## config.mk

```make
export PLATFORM = sky130hd
export DESIGN_NAME = tcc_timer_unit
export DESIGN_NICKNAME = d
export VERILOG_FILES = /design/src/tcc_pkg.sv /design/src/tcc_timer_unit.sv
export SDC_FILE = /design/constraint.sdc
export NUM_CORES = 1
export LEC_CHECK = 0
export ABC_AREA = 1
export BUFFER_PORTS_ARGS = -buffer_cell sky130_fd_sc_hd__clkbuf_2
export CAP_MARGIN = 20
export CELL_PAD_IN_SITES_DETAIL_PLACEMENT = 0
export CELL_PAD_IN_SITES_GLOBAL_PLACEMENT = 1
export CORE_ASPECT_RATIO = 1.5
export CORE_MARGIN = 3
export CORE_UTILIZATION = 39
export DETAILED_ROUTE_END_ITERATION = 10
export PLACE_DENSITY = 0.76
export SETUP_SLACK_MARGIN = 0.02
export SYNTH_ARGS = -nofsm -noshare
export SYNTH_HDL_FRONTEND = slang
export SYNTH_SLANG_ARGS = --single-unit
```

## constraint.sdc

```tcl
create_clock -name clock -period 2.9 [get_ports clock]
set_clock_uncertainty 0.15 [all_clocks]
set_input_delay 0.58 -clock clock [delete_from_list [all_inputs] [get_ports clock]]
set_output_delay 0.58 -clock clock [all_outputs]
set_load 0.01 [all_outputs]
```

## src/tcc_pkg.sv

```systemverilog
// constants, field layouts and carrier types of the timer capture/compare unit
// assumes an apb master with 32-bit data; registers sit on byte lanes [7:0]
package tcc_pkg;
  localparam int CNT_W = 16;
  localparam int NUM_CH = 4;
  localparam int ADDR_W = 12;
  localparam int DIV_12 = 12;
  localparam int DIV_24 = 24;
  localparam int DIV_W = 5;
  // register indexes; byte address is four times the index
  localparam logic [7:0] IDX_CTRL = 8'hc8;
  localparam logic [7:0] IDX_FUNC = 8'hc1;
  localparam logic [7:0] IDX_CNT_HI = 8'hcd;
  localparam logic [7:0] IDX_CNT_LO = 8'hcc;
  localparam logic [7:0] IDX_INTEN_PRI = 8'ha8;
  localparam logic [7:0] IDX_INTEN_SEC = 8'hb8;
  localparam logic [7:0] IDX_FLAGS = 8'hc0;
  localparam logic [7:0] IDX_LEVEL = 8'hc9;
  // module low and high byte indexes, module 0 in the lowest byte
  localparam logic [31:0] CC_LO_IDX = 32'hc6c4c2ca;
  localparam logic [31:0] CC_HI_IDX = 32'hc7c5c3cb;
  localparam logic [7:0] RST_BYTE = 8'h00;
  localparam logic [15:0] RST_WORD = 16'h0000;
  localparam logic [15:0] CNT_MAX = 16'hffff;
  localparam logic [15:0] CNT_ONE = 16'h0001;
  localparam logic [31:0] RD_ZERO = 32'h00000000;
  localparam logic [1:0] CLK_STOP = 2'b00;
  localparam logic [1:0] CLK_CPU = 2'b01;
  localparam logic [1:0] CLK_PIN = 2'b10;
  localparam logic [1:0] CLK_GATED = 2'b11;
  localparam logic [1:0] RL_OVF = 2'b10;
  localparam logic [1:0] RL_PIN = 2'b11;
  localparam logic [1:0] FN_OFF = 2'b00;
  localparam logic [1:0] FN_CAP_PIN = 2'b01;
  localparam logic [1:0] FN_CMP = 2'b10;
  localparam logic [1:0] FN_CAP_WR = 2'b11;
  localparam int INTEN_PRI_GLOBAL_BIT = 7;
  localparam int INTEN_PRI_TIMER_BIT = 5;
  localparam int INTEN_SEC_RELOAD_BIT = 7;
  localparam int INTEN_SEC_CMP_LSB = 2;
  localparam int FLG_RELOAD_BIT = 7;
  localparam int FLG_OVF_BIT = 6;
  localparam int FLG_CMP_LSB = 2;

  typedef struct packed {
    logic prescaleSelect;
    logic edgeOrMatchSelect;
    logic spare;
    logic [1:0] reloadSelectField;
    logic compareMethodSelect;
    logic [1:0] clockControlField;
  } tcc_ctrl_t;

  typedef struct packed {
    logic countInputPin;
    logic reloadPin;
    logic [3:0] captureInputPin;
  } tcc_pins_t;

  localparam tcc_ctrl_t CTRL_RST = '0;

  function automatic logic tcc_hit(input logic [ADDR_W-1:0] a, input logic [7:0] idx);
    return a == {2'b00, idx, 2'b00};
  endfunction
endpackage

```

## src/tcc_timer_unit.sv

```systemverilog
// timer capture/compare unit: 16-bit counter, four capture/compare modules
// assumes pins synchronous-ish single-bit levels and an apb master on clock
// registers sit on byte lane [7:0]; upper read bits are always zero
`timescale 1ns/10ps
module tcc_timer_unit #(
  parameter int DIV_FAST = tcc_pkg::DIV_12,
  parameter int DIV_SLOW = tcc_pkg::DIV_24
) (
  input wire logic clock,
  input wire logic reset_n,
  input wire logic psel,
  input wire logic penable,
  input wire logic pwrite,
  input wire logic [tcc_pkg::ADDR_W-1:0] paddr,
  input wire logic [31:0] pwdata,
  output logic [31:0] prdata,
  output logic pready,
  output logic pslverr,
  input wire tcc_pkg::tcc_pins_t pinsIn,
  output logic [tcc_pkg::NUM_CH-1:0] compareOut,
  output logic [tcc_pkg::NUM_CH-1:0] compareOutEnable,
  output logic timerIrq
);
  localparam int NCH = tcc_pkg::NUM_CH;

  tcc_pkg::tcc_ctrl_t ctrl_reg, ctrl_next;
  logic [7:0] funcSel_reg, funcSel_next;
  logic [15:0] count_reg, count_next;
  logic [15:0] cc_reg [NCH];
  logic [15:0] cc_next [NCH];
  logic globalEn_reg, globalEn_next;
  logic timerEn_reg, timerEn_next;
  logic reloadEn_reg, reloadEn_next;
  logic [NCH-1:0] cmpEn_reg, cmpEn_next;
  logic ovfFlag_reg, ovfFlag_next;
  logic rlFlag_reg, rlFlag_next;
  logic [NCH-1:0] cmpFlag_reg, cmpFlag_next;
  logic [NCH-1:0] level_reg, level_next;
  logic [tcc_pkg::DIV_W-1:0] div_reg, div_next;
  tcc_pkg::tcc_pins_t pinS1_reg, pinS2_reg, pinPrev_reg;
  logic [NCH-1:0] matchPrev_reg, matchPrev_next;
  logic [NCH-1:0] cmpOut_reg, cmpOut_next;
  logic [NCH-1:0] cmpOutEn_reg, cmpOutEn_next;
  logic irq_reg, irq_next;
  logic [31:0] prdata_reg, prdata_next;
  logic pready_reg, pready_next;
  logic pslverr_reg, pslverr_next;

  logic setup, wrEn;
  logic [7:0] wd;
  logic [tcc_pkg::DIV_W-1:0] divLast;
  logic divRun, tick, ovf, rlEvt;
  logic cntFall, rlFall;
  logic [NCH-1:0] capRise, capFall;
  logic [NCH-1:0] matchNow, cmpEvt;
  logic [1:0] fn;
  logic mapped;
  logic timerReq, cmpReq;

  function automatic logic wrHit(input logic en, input logic [tcc_pkg::ADDR_W-1:0] a,
                                 input logic [7:0] idx);
    return en && tcc_pkg::tcc_hit(a, idx);
  endfunction

  always_comb begin
    ctrl_next = ctrl_reg;
    funcSel_next = funcSel_reg;
    count_next = count_reg;
    globalEn_next = globalEn_reg;
    timerEn_next = timerEn_reg;
    reloadEn_next = reloadEn_reg;
    cmpEn_next = cmpEn_reg;
    level_next = level_reg;
    div_next = div_reg;
    matchPrev_next = matchPrev_reg;
    cmpOut_next = cmpOut_reg;
    cmpOutEn_next = cmpOutEn_reg;
    prdata_next = prdata_reg;
    mapped = 1'b1;
    fn = tcc_pkg::FN_OFF;
    for (int i = 0; i < NCH; i++) begin
      cc_next[i] = cc_reg[i];
    end

    // bus: answer is prepared in setup, so pready rises in the first access cycle
    setup = psel && !penable;
    wrEn = psel && penable && pwrite && pready_reg;
    wd = pwdata[7:0];
    pready_next = setup;
    pslverr_next = pslverr_reg;

    // edges from second stage against previous sample; first stage untouched
    cntFall = pinPrev_reg.countInputPin && !pinS2_reg.countInputPin;
    rlFall = pinPrev_reg.reloadPin && !pinS2_reg.reloadPin;
    capRise = ~pinPrev_reg.captureInputPin & pinS2_reg.captureInputPin;
    capFall = pinPrev_reg.captureInputPin & ~pinS2_reg.captureInputPin;

    // prescaler; gated mode freezes it so the pause is exact
    // limitation: phase is kept across a stop, so the first tick may come early
    divLast = ctrl_reg.prescaleSelect ? tcc_pkg::DIV_W'(DIV_SLOW - 1) :
              tcc_pkg::DIV_W'(DIV_FAST - 1);
    divRun = 1'b0;
    tick = 1'b0;
    case (ctrl_reg.clockControlField)
      tcc_pkg::CLK_CPU: begin
        divRun = 1'b1;
      end
      tcc_pkg::CLK_GATED: begin
        divRun = pinS2_reg.countInputPin;
      end
      tcc_pkg::CLK_PIN: begin
        tick = cntFall;
      end
      tcc_pkg::CLK_STOP: begin
        divRun = 1'b0;
      end
      default: begin
        divRun = 1'b0;
      end
    endcase
    if (divRun) begin
      if (div_reg == divLast) begin
        div_next = '0;
        tick = 1'b1;
      end else begin
        div_next = div_reg + tcc_pkg::DIV_W'(1);
      end
    end

    // counter
    ovf = 1'b0;
    rlEvt = 1'b0;
    if (tick) begin
      if (count_reg == tcc_pkg::CNT_MAX) begin
        ovf = 1'b1;
        if (ctrl_reg.reloadSelectField == tcc_pkg::RL_OVF) begin
          count_next = cc_reg[0];
        end else begin
          count_next = tcc_pkg::RST_WORD;
        end
      end else begin
        count_next = count_reg + tcc_pkg::CNT_ONE;
      end
    end
    if (ctrl_reg.reloadSelectField == tcc_pkg::RL_PIN && rlFall) begin
      count_next = cc_reg[0];
      rlEvt = 1'b1;
    end
    // software write to the counter bytes wins over counting
    if (wrHit(wrEn, paddr, tcc_pkg::IDX_CNT_LO)) begin
      count_next[7:0] = wd;
    end
    if (wrHit(wrEn, paddr, tcc_pkg::IDX_CNT_HI)) begin
      count_next[15:8] = wd;
    end

    // modules
    for (int i = 0; i < NCH; i++) begin
      fn = funcSel_reg[2*i +: 2];
      matchNow[i] = (count_reg == cc_reg[i]);
      cmpEvt[i] = 1'b0;
      // pin owned whenever the module is enabled, in any function
      cmpOutEn_next[i] = (fn != tcc_pkg::FN_OFF);
      if (fn == tcc_pkg::FN_CMP) begin
        matchPrev_next[i] = matchNow[i];
        if (i == 0 && !ctrl_reg.edgeOrMatchSelect) begin
          cmpEvt[i] = !matchNow[i] && matchPrev_reg[i];
        end else begin
          cmpEvt[i] = matchNow[i] && !matchPrev_reg[i];
        end
        if (!ctrl_reg.compareMethodSelect) begin
          cmpOut_next[i] = (count_reg >= cc_reg[i]);
        end else if (matchNow[i] && !matchPrev_reg[i]) begin
          // only a fresh match moves the pin, never a wrap
          cmpOut_next[i] = level_reg[i];
        end
      end else begin
        matchPrev_next[i] = 1'b0;
        cmpOut_next[i] = 1'b0;
      end
      if (wrHit(wrEn, paddr, tcc_pkg::CC_HI_IDX[8*i +: 8])) begin
        cc_next[i][15:8] = wd;
      end
      if (wrHit(wrEn, paddr, tcc_pkg::CC_LO_IDX[8*i +: 8])) begin
        if (fn == tcc_pkg::FN_CAP_WR) begin
          cc_next[i] = count_reg;
        end else begin
          cc_next[i][7:0] = wd;
        end
      end
      // pin capture last, so it beats a same-cycle write to the register
      if (fn == tcc_pkg::FN_CAP_PIN) begin
        if (i == 0 && !ctrl_reg.edgeOrMatchSelect) begin
          if (capFall[i]) begin
            cc_next[i] = count_reg;
          end
        end else if (capRise[i]) begin
          cc_next[i] = count_reg;
        end
      end
    end

    // flags: a hardware set in the same cycle beats a software clear
    ovfFlag_next = ovfFlag_reg;
    rlFlag_next = rlFlag_reg;
    cmpFlag_next = cmpFlag_reg;
    if (wrHit(wrEn, paddr, tcc_pkg::IDX_FLAGS)) begin
      ovfFlag_next = wd[tcc_pkg::FLG_OVF_BIT];
      rlFlag_next = wd[tcc_pkg::FLG_RELOAD_BIT];
      cmpFlag_next = wd[tcc_pkg::FLG_CMP_LSB +: NCH];
    end
    ovfFlag_next = ovfFlag_next | ovf;
    // without both enables a pin edge still reloads, but leaves no flag
    rlFlag_next = rlFlag_next | (rlEvt && reloadEn_reg && timerEn_reg);
    cmpFlag_next = cmpFlag_next | cmpEvt;

    // shared request line; firmware sorts the events by the flags
    timerReq = timerEn_reg && (ovfFlag_reg || rlFlag_reg);
    cmpReq = |(cmpFlag_reg & cmpEn_reg);
    irq_next = globalEn_reg && (timerReq || cmpReq);

    // control writes
    if (wrHit(wrEn, paddr, tcc_pkg::IDX_CTRL)) begin
      ctrl_next = tcc_pkg::tcc_ctrl_t'(wd);
    end
    if (wrHit(wrEn, paddr, tcc_pkg::IDX_FUNC)) begin
      funcSel_next = wd;
    end
    if (wrHit(wrEn, paddr, tcc_pkg::IDX_INTEN_PRI)) begin
      globalEn_next = wd[tcc_pkg::INTEN_PRI_GLOBAL_BIT];
      timerEn_next = wd[tcc_pkg::INTEN_PRI_TIMER_BIT];
    end
    if (wrHit(wrEn, paddr, tcc_pkg::IDX_INTEN_SEC)) begin
      reloadEn_next = wd[tcc_pkg::INTEN_SEC_RELOAD_BIT];
      cmpEn_next = wd[tcc_pkg::INTEN_SEC_CMP_LSB +: NCH];
    end
    if (wrHit(wrEn, paddr, tcc_pkg::IDX_LEVEL)) begin
      level_next = wd[NCH-1:0];
    end

    // read data and error are fixed in setup and stand through access
    // limitation: no snapshot, so a running count may carry between byte reads
    if (setup) begin
      prdata_next = tcc_pkg::RD_ZERO;
      if (tcc_pkg::tcc_hit(paddr, tcc_pkg::IDX_CTRL)) begin
        prdata_next[7:0] = ctrl_reg;
      end else if (tcc_pkg::tcc_hit(paddr, tcc_pkg::IDX_FUNC)) begin
        prdata_next[7:0] = funcSel_reg;
      end else if (tcc_pkg::tcc_hit(paddr, tcc_pkg::IDX_CNT_LO)) begin
        prdata_next[7:0] = count_reg[7:0];
      end else if (tcc_pkg::tcc_hit(paddr, tcc_pkg::IDX_CNT_HI)) begin
        prdata_next[7:0] = count_reg[15:8];
      end else if (tcc_pkg::tcc_hit(paddr, tcc_pkg::IDX_INTEN_PRI)) begin
        prdata_next[tcc_pkg::INTEN_PRI_GLOBAL_BIT] = globalEn_reg;
        prdata_next[tcc_pkg::INTEN_PRI_TIMER_BIT] = timerEn_reg;
      end else if (tcc_pkg::tcc_hit(paddr, tcc_pkg::IDX_INTEN_SEC)) begin
        prdata_next[tcc_pkg::INTEN_SEC_RELOAD_BIT] = reloadEn_reg;
        prdata_next[tcc_pkg::INTEN_SEC_CMP_LSB +: NCH] = cmpEn_reg;
      end else if (tcc_pkg::tcc_hit(paddr, tcc_pkg::IDX_FLAGS)) begin
        prdata_next[tcc_pkg::FLG_RELOAD_BIT] = rlFlag_reg;
        prdata_next[tcc_pkg::FLG_OVF_BIT] = ovfFlag_reg;
        prdata_next[tcc_pkg::FLG_CMP_LSB +: NCH] = cmpFlag_reg;
      end else if (tcc_pkg::tcc_hit(paddr, tcc_pkg::IDX_LEVEL)) begin
        prdata_next[NCH-1:0] = level_reg;
      end else begin
        mapped = 1'b0;
        for (int i = 0; i < NCH; i++) begin
          if (tcc_pkg::tcc_hit(paddr, tcc_pkg::CC_LO_IDX[8*i +: 8])) begin
            prdata_next[7:0] = cc_reg[i][7:0];
            mapped = 1'b1;
          end
          if (tcc_pkg::tcc_hit(paddr, tcc_pkg::CC_HI_IDX[8*i +: 8])) begin
            prdata_next[7:0] = cc_reg[i][15:8];
            mapped = 1'b1;
          end
        end
      end
      pslverr_next = !mapped;
    end else if (!psel) begin
      pslverr_next = 1'b0;
    end
  end

  always_ff @(posedge clock or negedge reset_n) begin
    if (!reset_n) begin
      ctrl_reg <= tcc_pkg::CTRL_RST;
      funcSel_reg <= tcc_pkg::RST_BYTE;
      count_reg <= tcc_pkg::RST_WORD;
      for (int i = 0; i < NCH; i++) begin
        cc_reg[i] <= tcc_pkg::RST_WORD;
      end
      globalEn_reg <= 1'b0;
      timerEn_reg <= 1'b0;
      reloadEn_reg <= 1'b0;
      cmpEn_reg <= '0;
      ovfFlag_reg <= 1'b0;
      rlFlag_reg <= 1'b0;
      cmpFlag_reg <= '0;
      level_reg <= '0;
      div_reg <= '0;
      pinS1_reg <= '0;
      pinS2_reg <= '0;
      pinPrev_reg <= '0;
      matchPrev_reg <= '0;
      cmpOut_reg <= '0;
      cmpOutEn_reg <= '0;
      irq_reg <= 1'b0;
      prdata_reg <= tcc_pkg::RD_ZERO;
      pready_reg <= 1'b0;
      pslverr_reg <= 1'b0;
    end else begin
      ctrl_reg <= ctrl_next;
      funcSel_reg <= funcSel_next;
      count_reg <= count_next;
      for (int i = 0; i < NCH; i++) begin
        cc_reg[i] <= cc_next[i];
      end
      globalEn_reg <= globalEn_next;
      timerEn_reg <= timerEn_next;
      reloadEn_reg <= reloadEn_next;
      cmpEn_reg <= cmpEn_next;
      ovfFlag_reg <= ovfFlag_next;
      rlFlag_reg <= rlFlag_next;
      cmpFlag_reg <= cmpFlag_next;
      level_reg <= level_next;
      div_reg <= div_next;
      // two-flop synchroniser; only the second stage feeds the edge logic
      pinS1_reg <= pinsIn;
      pinS2_reg <= pinS1_reg;
      pinPrev_reg <= pinS2_reg;
      matchPrev_reg <= matchPrev_next;
      cmpOut_reg <= cmpOut_next;
      cmpOutEn_reg <= cmpOutEn_next;
      irq_reg <= irq_next;
      prdata_reg <= prdata_next;
      pready_reg <= pready_next;
      pslverr_reg <= pslverr_next;
    end
  end

  assign prdata = prdata_reg;
  assign pready = pready_reg;
  assign pslverr = pslverr_reg;
  assign compareOut = cmpOut_reg;
  assign compareOutEnable = cmpOutEn_reg;
  assign timerIrq = irq_reg;
endmodule

```

* After elaboration in Yosys (flattened, before gate mapping)
Cells that the tools add are included.
W data, S select, Z words.
** Word-level totals
- Register bits :: 159
- Logic and storage cells :: 266
** Operators by class
- $lt $le $gt $ge :: 4
- Reductions and logical operators :: 50
- Add/subtract/negate cells :: 2
- Bitwise operators :: 8
- Eq/ne operators :: 44
- Multiplexer cells :: 117
** Operators with widths (number)
- $mux W16 :: 18
- $mux W8 :: 35
- $eq A12 B10 Y1 const B :: 16
- $eq A16 B16 Y1 :: 4
- $ge A16 B16 Y1 :: 4
- $mux W1 :: 53
- $logic_and A1 B1 Y1 :: 32
- $eq A2 B2 Y1 const B :: 12
- $add A16 B1 Y16 const B :: 1
- $eq A16 B16 Y1 const B :: 1
- $mux W4 :: 4
- $mux W5 :: 3
- $ne A3 B2 Y1 const B :: 4
- $eq A2 B1 Y1 const B :: 5
- $logic_not A1 Y1 :: 9
- $and A4 B4 Y4 :: 2
- $reduce_bool A2 Y1 :: 4
- $mux W6 :: 1
- $reduce_bool A3 Y1 :: 2
- $add A5 B1 Y5 const B :: 1
- $eq A5 B5 Y1 :: 1
- $mux W2 :: 2
- $not A4 Y4 :: 1
- $or A4 B4 Y4 :: 1
- 7 further kinds :: 9

* Longest topological paths before layout
- Depth in word-level cells :: 26
- Gate-level depth with buffers :: 17
- Depth with buffers taken out :: 16

* Least setup slack after synthesis
Ideal clock, no wire load.
- Path kind :: reg2reg
- From :: register count_reg[1]
- To :: register count_reg[11]
- Setup slack :: 0.637 ns
- Buffers on the path :: 1
- Arrival :: 1.971 ns
- Cell stages (with the launch flop) :: 13
- Required time :: 2.608 ns
- Path through :: dfrtp_1 > ha_1 > nand3_2 > nor2_1 > nand2_1 > nor2_4 > nand2_2 > or2_4 > nand2_4 > inv_2 > buf_6 > a32oi_1 > o221ai_1
** Between the ends
- Cells in the longest elaborated chain, start to end :: 5
- Elaborated cells on any way between the ends :: 6
- Classes of those cells :: add/sub: 1; eq/ne: 1; mux: 4
** RTL lines
- start, declared :: RTL line tcc_timer_unit.sv:28 : logic [15:0] count_reg, count_next;
- start signal, assigned :: RTL line tcc_timer_unit.sv:288 : count_reg <= tcc_pkg::RST_WORD;
- start signal, assigned :: RTL line tcc_timer_unit.sv:314 : count_reg <= count_next;
- $add A16 B1 Y16 or $eq A16 B16 Y1 (tied branches) :: RTL line tcc_timer_unit.sv:142, tcc_timer_unit.sv:134
- $mux W16 * :: RTL line tcc_timer_unit.sv:134 : if (count_reg == tcc_pkg::CNT_MAX) begin
- $mux W16 * :: RTL line tcc_timer_unit.sv:133 : if (tick) begin
- $mux W16 * :: RTL line tcc_timer_unit.sv:145 : if (ctrl_reg.reloadSelectField == tcc_pkg::RL_PIN && rlFall) begin
- $mux W8 * :: RTL line tcc_timer_unit.sv:153 : if (wrHit(wrEn, paddr, tcc_pkg::IDX_CNT_HI)) begin
Mark *: on every way between the ends. The rest lies on a longest branch, timed or not. The select of a mux whose other input is x is not followed.
A chain may end at the register's enable or synchronous reset.

* Worst setup path in the final report
- From :: register count_reg[6]
- To :: register cmpOut_reg[2], in the netlist compareOut[2]
** Between the ends
- Cells in the longest elaborated chain, start to end :: 3
- Elaborated cells on any way between the ends :: 6
- Classes of those cells :: order compare: 1; eq/ne: 2; mux: 2; reduce/logical: 1
** RTL lines
- $ge A16 B16 Y1 or $eq A16 B16 Y1 (tied branches) :: RTL line tcc_timer_unit.sv:172, tcc_timer_unit.sv:160
- $mux W1 or $logic_and A1 B1 Y1 (tied branches) :: RTL line tcc_timer_unit.sv:171, tcc_timer_unit.sv:173
- $mux W1 or $ne A3 B2 Y1 (tied branches)
- end signal, assigned :: RTL line tcc_timer_unit.sv:332 : cmpOut_reg <= cmpOut_next;
- end, declared :: RTL line tcc_timer_unit.sv:42 : logic [NCH-1:0] cmpOut_reg, cmpOut_next;
Several ways; a longest one is shown, not always the timed one.

==> reports/qor.yml <==
post-cts-setup-buffers: 0
ctsRootBufferMaster: "clkbuf_16"
path_class: "reg2reg"
status: "completed"
synth_flop_cell: "dfrtp_1"
dieArea_um2: 28500
cp.arrival_ns: 2.83
wire_per_inst_um: 21.2
critPathLaunchType: "flip-flop"
cts-resized-gates: 0
dr.pass1.iters: 5
regToRegEndpoint: "compareOut[2]"
port_buffers: 49
fillCellCount: 2714
synth_area_per_cell_um2: 7.57
core_um2: 25900
area_growth_pct: 14.4
slew_viol_final: 0
num_vias: 9790
holdCritStartpoint: "pinsIn[0]"
ctsHoldBuffers: 1
dp.cells: 1773
drc: 0
cts_made_buffers: 17
critPathSlowestCell: "dfrtp_1"
worst_pin_slew_ns: 0.782
die_y_um: 205
ys_ff_latch: 159
fp-row-count: 72
critPathBufInv: 0
synth-edff-count: 0
grt.total_usage_pct: 27.4
crit_family: "simple AND/OR/NAND/NOR gates"
wl_um: 38400
antenna_left: 0
crit_path_cell_trace: "ha_1, nand2_1, nor2_1, nand4_1, or2_2, nand3_1, a31oi_1"
endpoint_kind: "flip-flop"
min_path_cells: 1
ir_worst_vdd_mv: 0.427
hold_path_class: "in2reg"
drive_above_1_share_pct: 14.0
cts_tree: "done"
hpwl_um: 30400
clockBufferDepth: 2
crit_path_max_incr_delay_ns: 0.67
clk_transition_reported_paths_ns: 0.06
power_per_cell_area_nw_per_um2: 391
fin_crit_sh_pct: 91.6
dieWidth_um: 139
synthArstFlopShare_pct: 100
htree_num_levels: 4
min_to: "pinS1_reg[0]"
ios: 98
min_period_ns: 2.66
swShare_pct: 24.5
p_int_mw: 3.48
drt_iter0_markers: 692
worstPathRequired_ns: 3.07
synthTopCellsByCount: "297 x nand2_1, 197 x inv_1, 159 x dfrtp_1, 94 x o21ai_0, 89 x a21oi_1"
overflow: 0
setup_viol: 0
yosysTopAreaCell: "dfrtp_1"
synth_most_common_cell: "nand2_1"
ys_warn_count: 0
drv_cap: 0
setup_slack_ns: 0.243
ys_top_cells_by_area: "dfrtp_1 39%, nand2_1 11%, ha_1 8.0%"
hold_viol: 0
tns_ns: 0
ys_seq_area_share_pct: 38.6
p_leak_nw: 5.91
routed_via_density: 5.42
crit_fanout: 14
rsz0062_at_grt: "false"
nets: 1581
antenna_found_initial: 0
clockPowerShare_pct: 46.4
pwr-share-comb_pct: 4.9
fmax_ghz: 0.376
max-slew-margin-rel_pct: 47.8
largest_reg_flops: 64
synth_cells: 1362
cts.sinks: 159
synthDistinctLibCells: 52
grt_pass1_vias: 9644
grt_max_degree: 50
start_util_pct: 39.8
p_sw_mw: 1.13
final_cells: 1806
clk_latency_ns: 0.45
gp_congestion: 0.996
grt_first_pass_wirelength_um: 58400
synth_top_area_share_pct: 38.6
syn-cell-area_um2: 10300
reg2reg_depth: 7
p_seq_share_pct: 48.7
dp_slack_ns: 0.0430
r2r_slack_ns: 0.24
timing.rr.start: "count_reg[6]"
diodes: 0
[routing by layer]
| metal | GRT usage, % | vias to the layer above | routed length, um |
|---|---|---|---|
| met4 | 15.1 | 0 | 2300 |
| li1 | - | 4695 | - |
| met5 | 0 | - | 0 |
| met1 | 31.3 | 4669 | 14700 |
| met2 | 49.3 | 331 | 19600 |
| met3 | 3.79 | 95 | 1830 |
[layout make-up]
type | instances | area [um2] | area share [%]
clock buffer | 21 | 450 | 3.82
clock inverter | 11 | 92.6 | 0.785
inverter | 221 | 830 | 7.03
multi-input combinational | 943 | 5230 | 44.4
sequential | 159 | 3980 | 33.7
tap | 333 | 417 | 3.53
timing repair buffer | 118 | 797 | 6.76
[cells in the final DEF, fill, tap and decap left out, drive strengths merged, types with 3 or more instances in the layout]
master	n
nand2	305
inv	219
dfrtp	159
o21ai	137
nor2	100
a21oi	89
buf	69
clkbuf	69
ha	66
nand3	41
nand4	33
o211ai	27
conb	24
nor3	23
o221ai	20
a211oi	19
a22oi	14
clkinv	10
xor2	9
or2	7
o22ai	6
o21a	3
xnor2	3
[worst max-delay path by stage]
stage,startpoint,endpoint,slack (ns),cells after the start
2_1_floorplan,count_reg[1],count_reg[11],0.64,12
3_3_place_gp,paddr[6],prdata[7],0.11,14
3_5_place_dp,paddr[11],cc_reg[30],0.04,12
4_1_cts,count_reg[6],compareOut[3],0.31,11
5_1_grt,count_reg[15],compareOut[3],0.05,12
6_report,count_reg[6],compareOut[2],0.24,7
[cell families after synthesis]
family | synth area share, %
and+or+nand+nor | 21.9
AOI/OAI and AO/OA | 18.8
buffers and inverters | 11.5
DFF | 38.6
adders and majority gates | 8.00
xor gates and xnor gates | 1.02
other | 0.0364
muxes | 0.109
[metrics by stage]
step | power [mW] | utilization (%) | instance area (um2) | hold WS, ns
floorplan | 2.39 | - | 10400 | 0.134
global placement | 2.51 | 43.3 | 11200 | 0.184
detailed placement | 2.51 | 43.3 | 11200 | 0.186
CTS | 4.66 | 45.5 | 11800 | 0.0587
global route | 4.77 | 45.5 | 11800 | 0.0709
finish | 4.61 | 45.5 | 11800 | 0.0835
[power groups by stage]
stage	registers (mW)	clock network, mW	logic, mW
after floorplan	2.28	0	0.102
after global placement	2.29	0	0.226
after detailed placement	2.29	0	0.227
after CTS	2.25	2.19	0.229
after global routing	2.25	2.27	0.251
final	2.25	2.14	0.228
(Power assumes the default switching activity.)
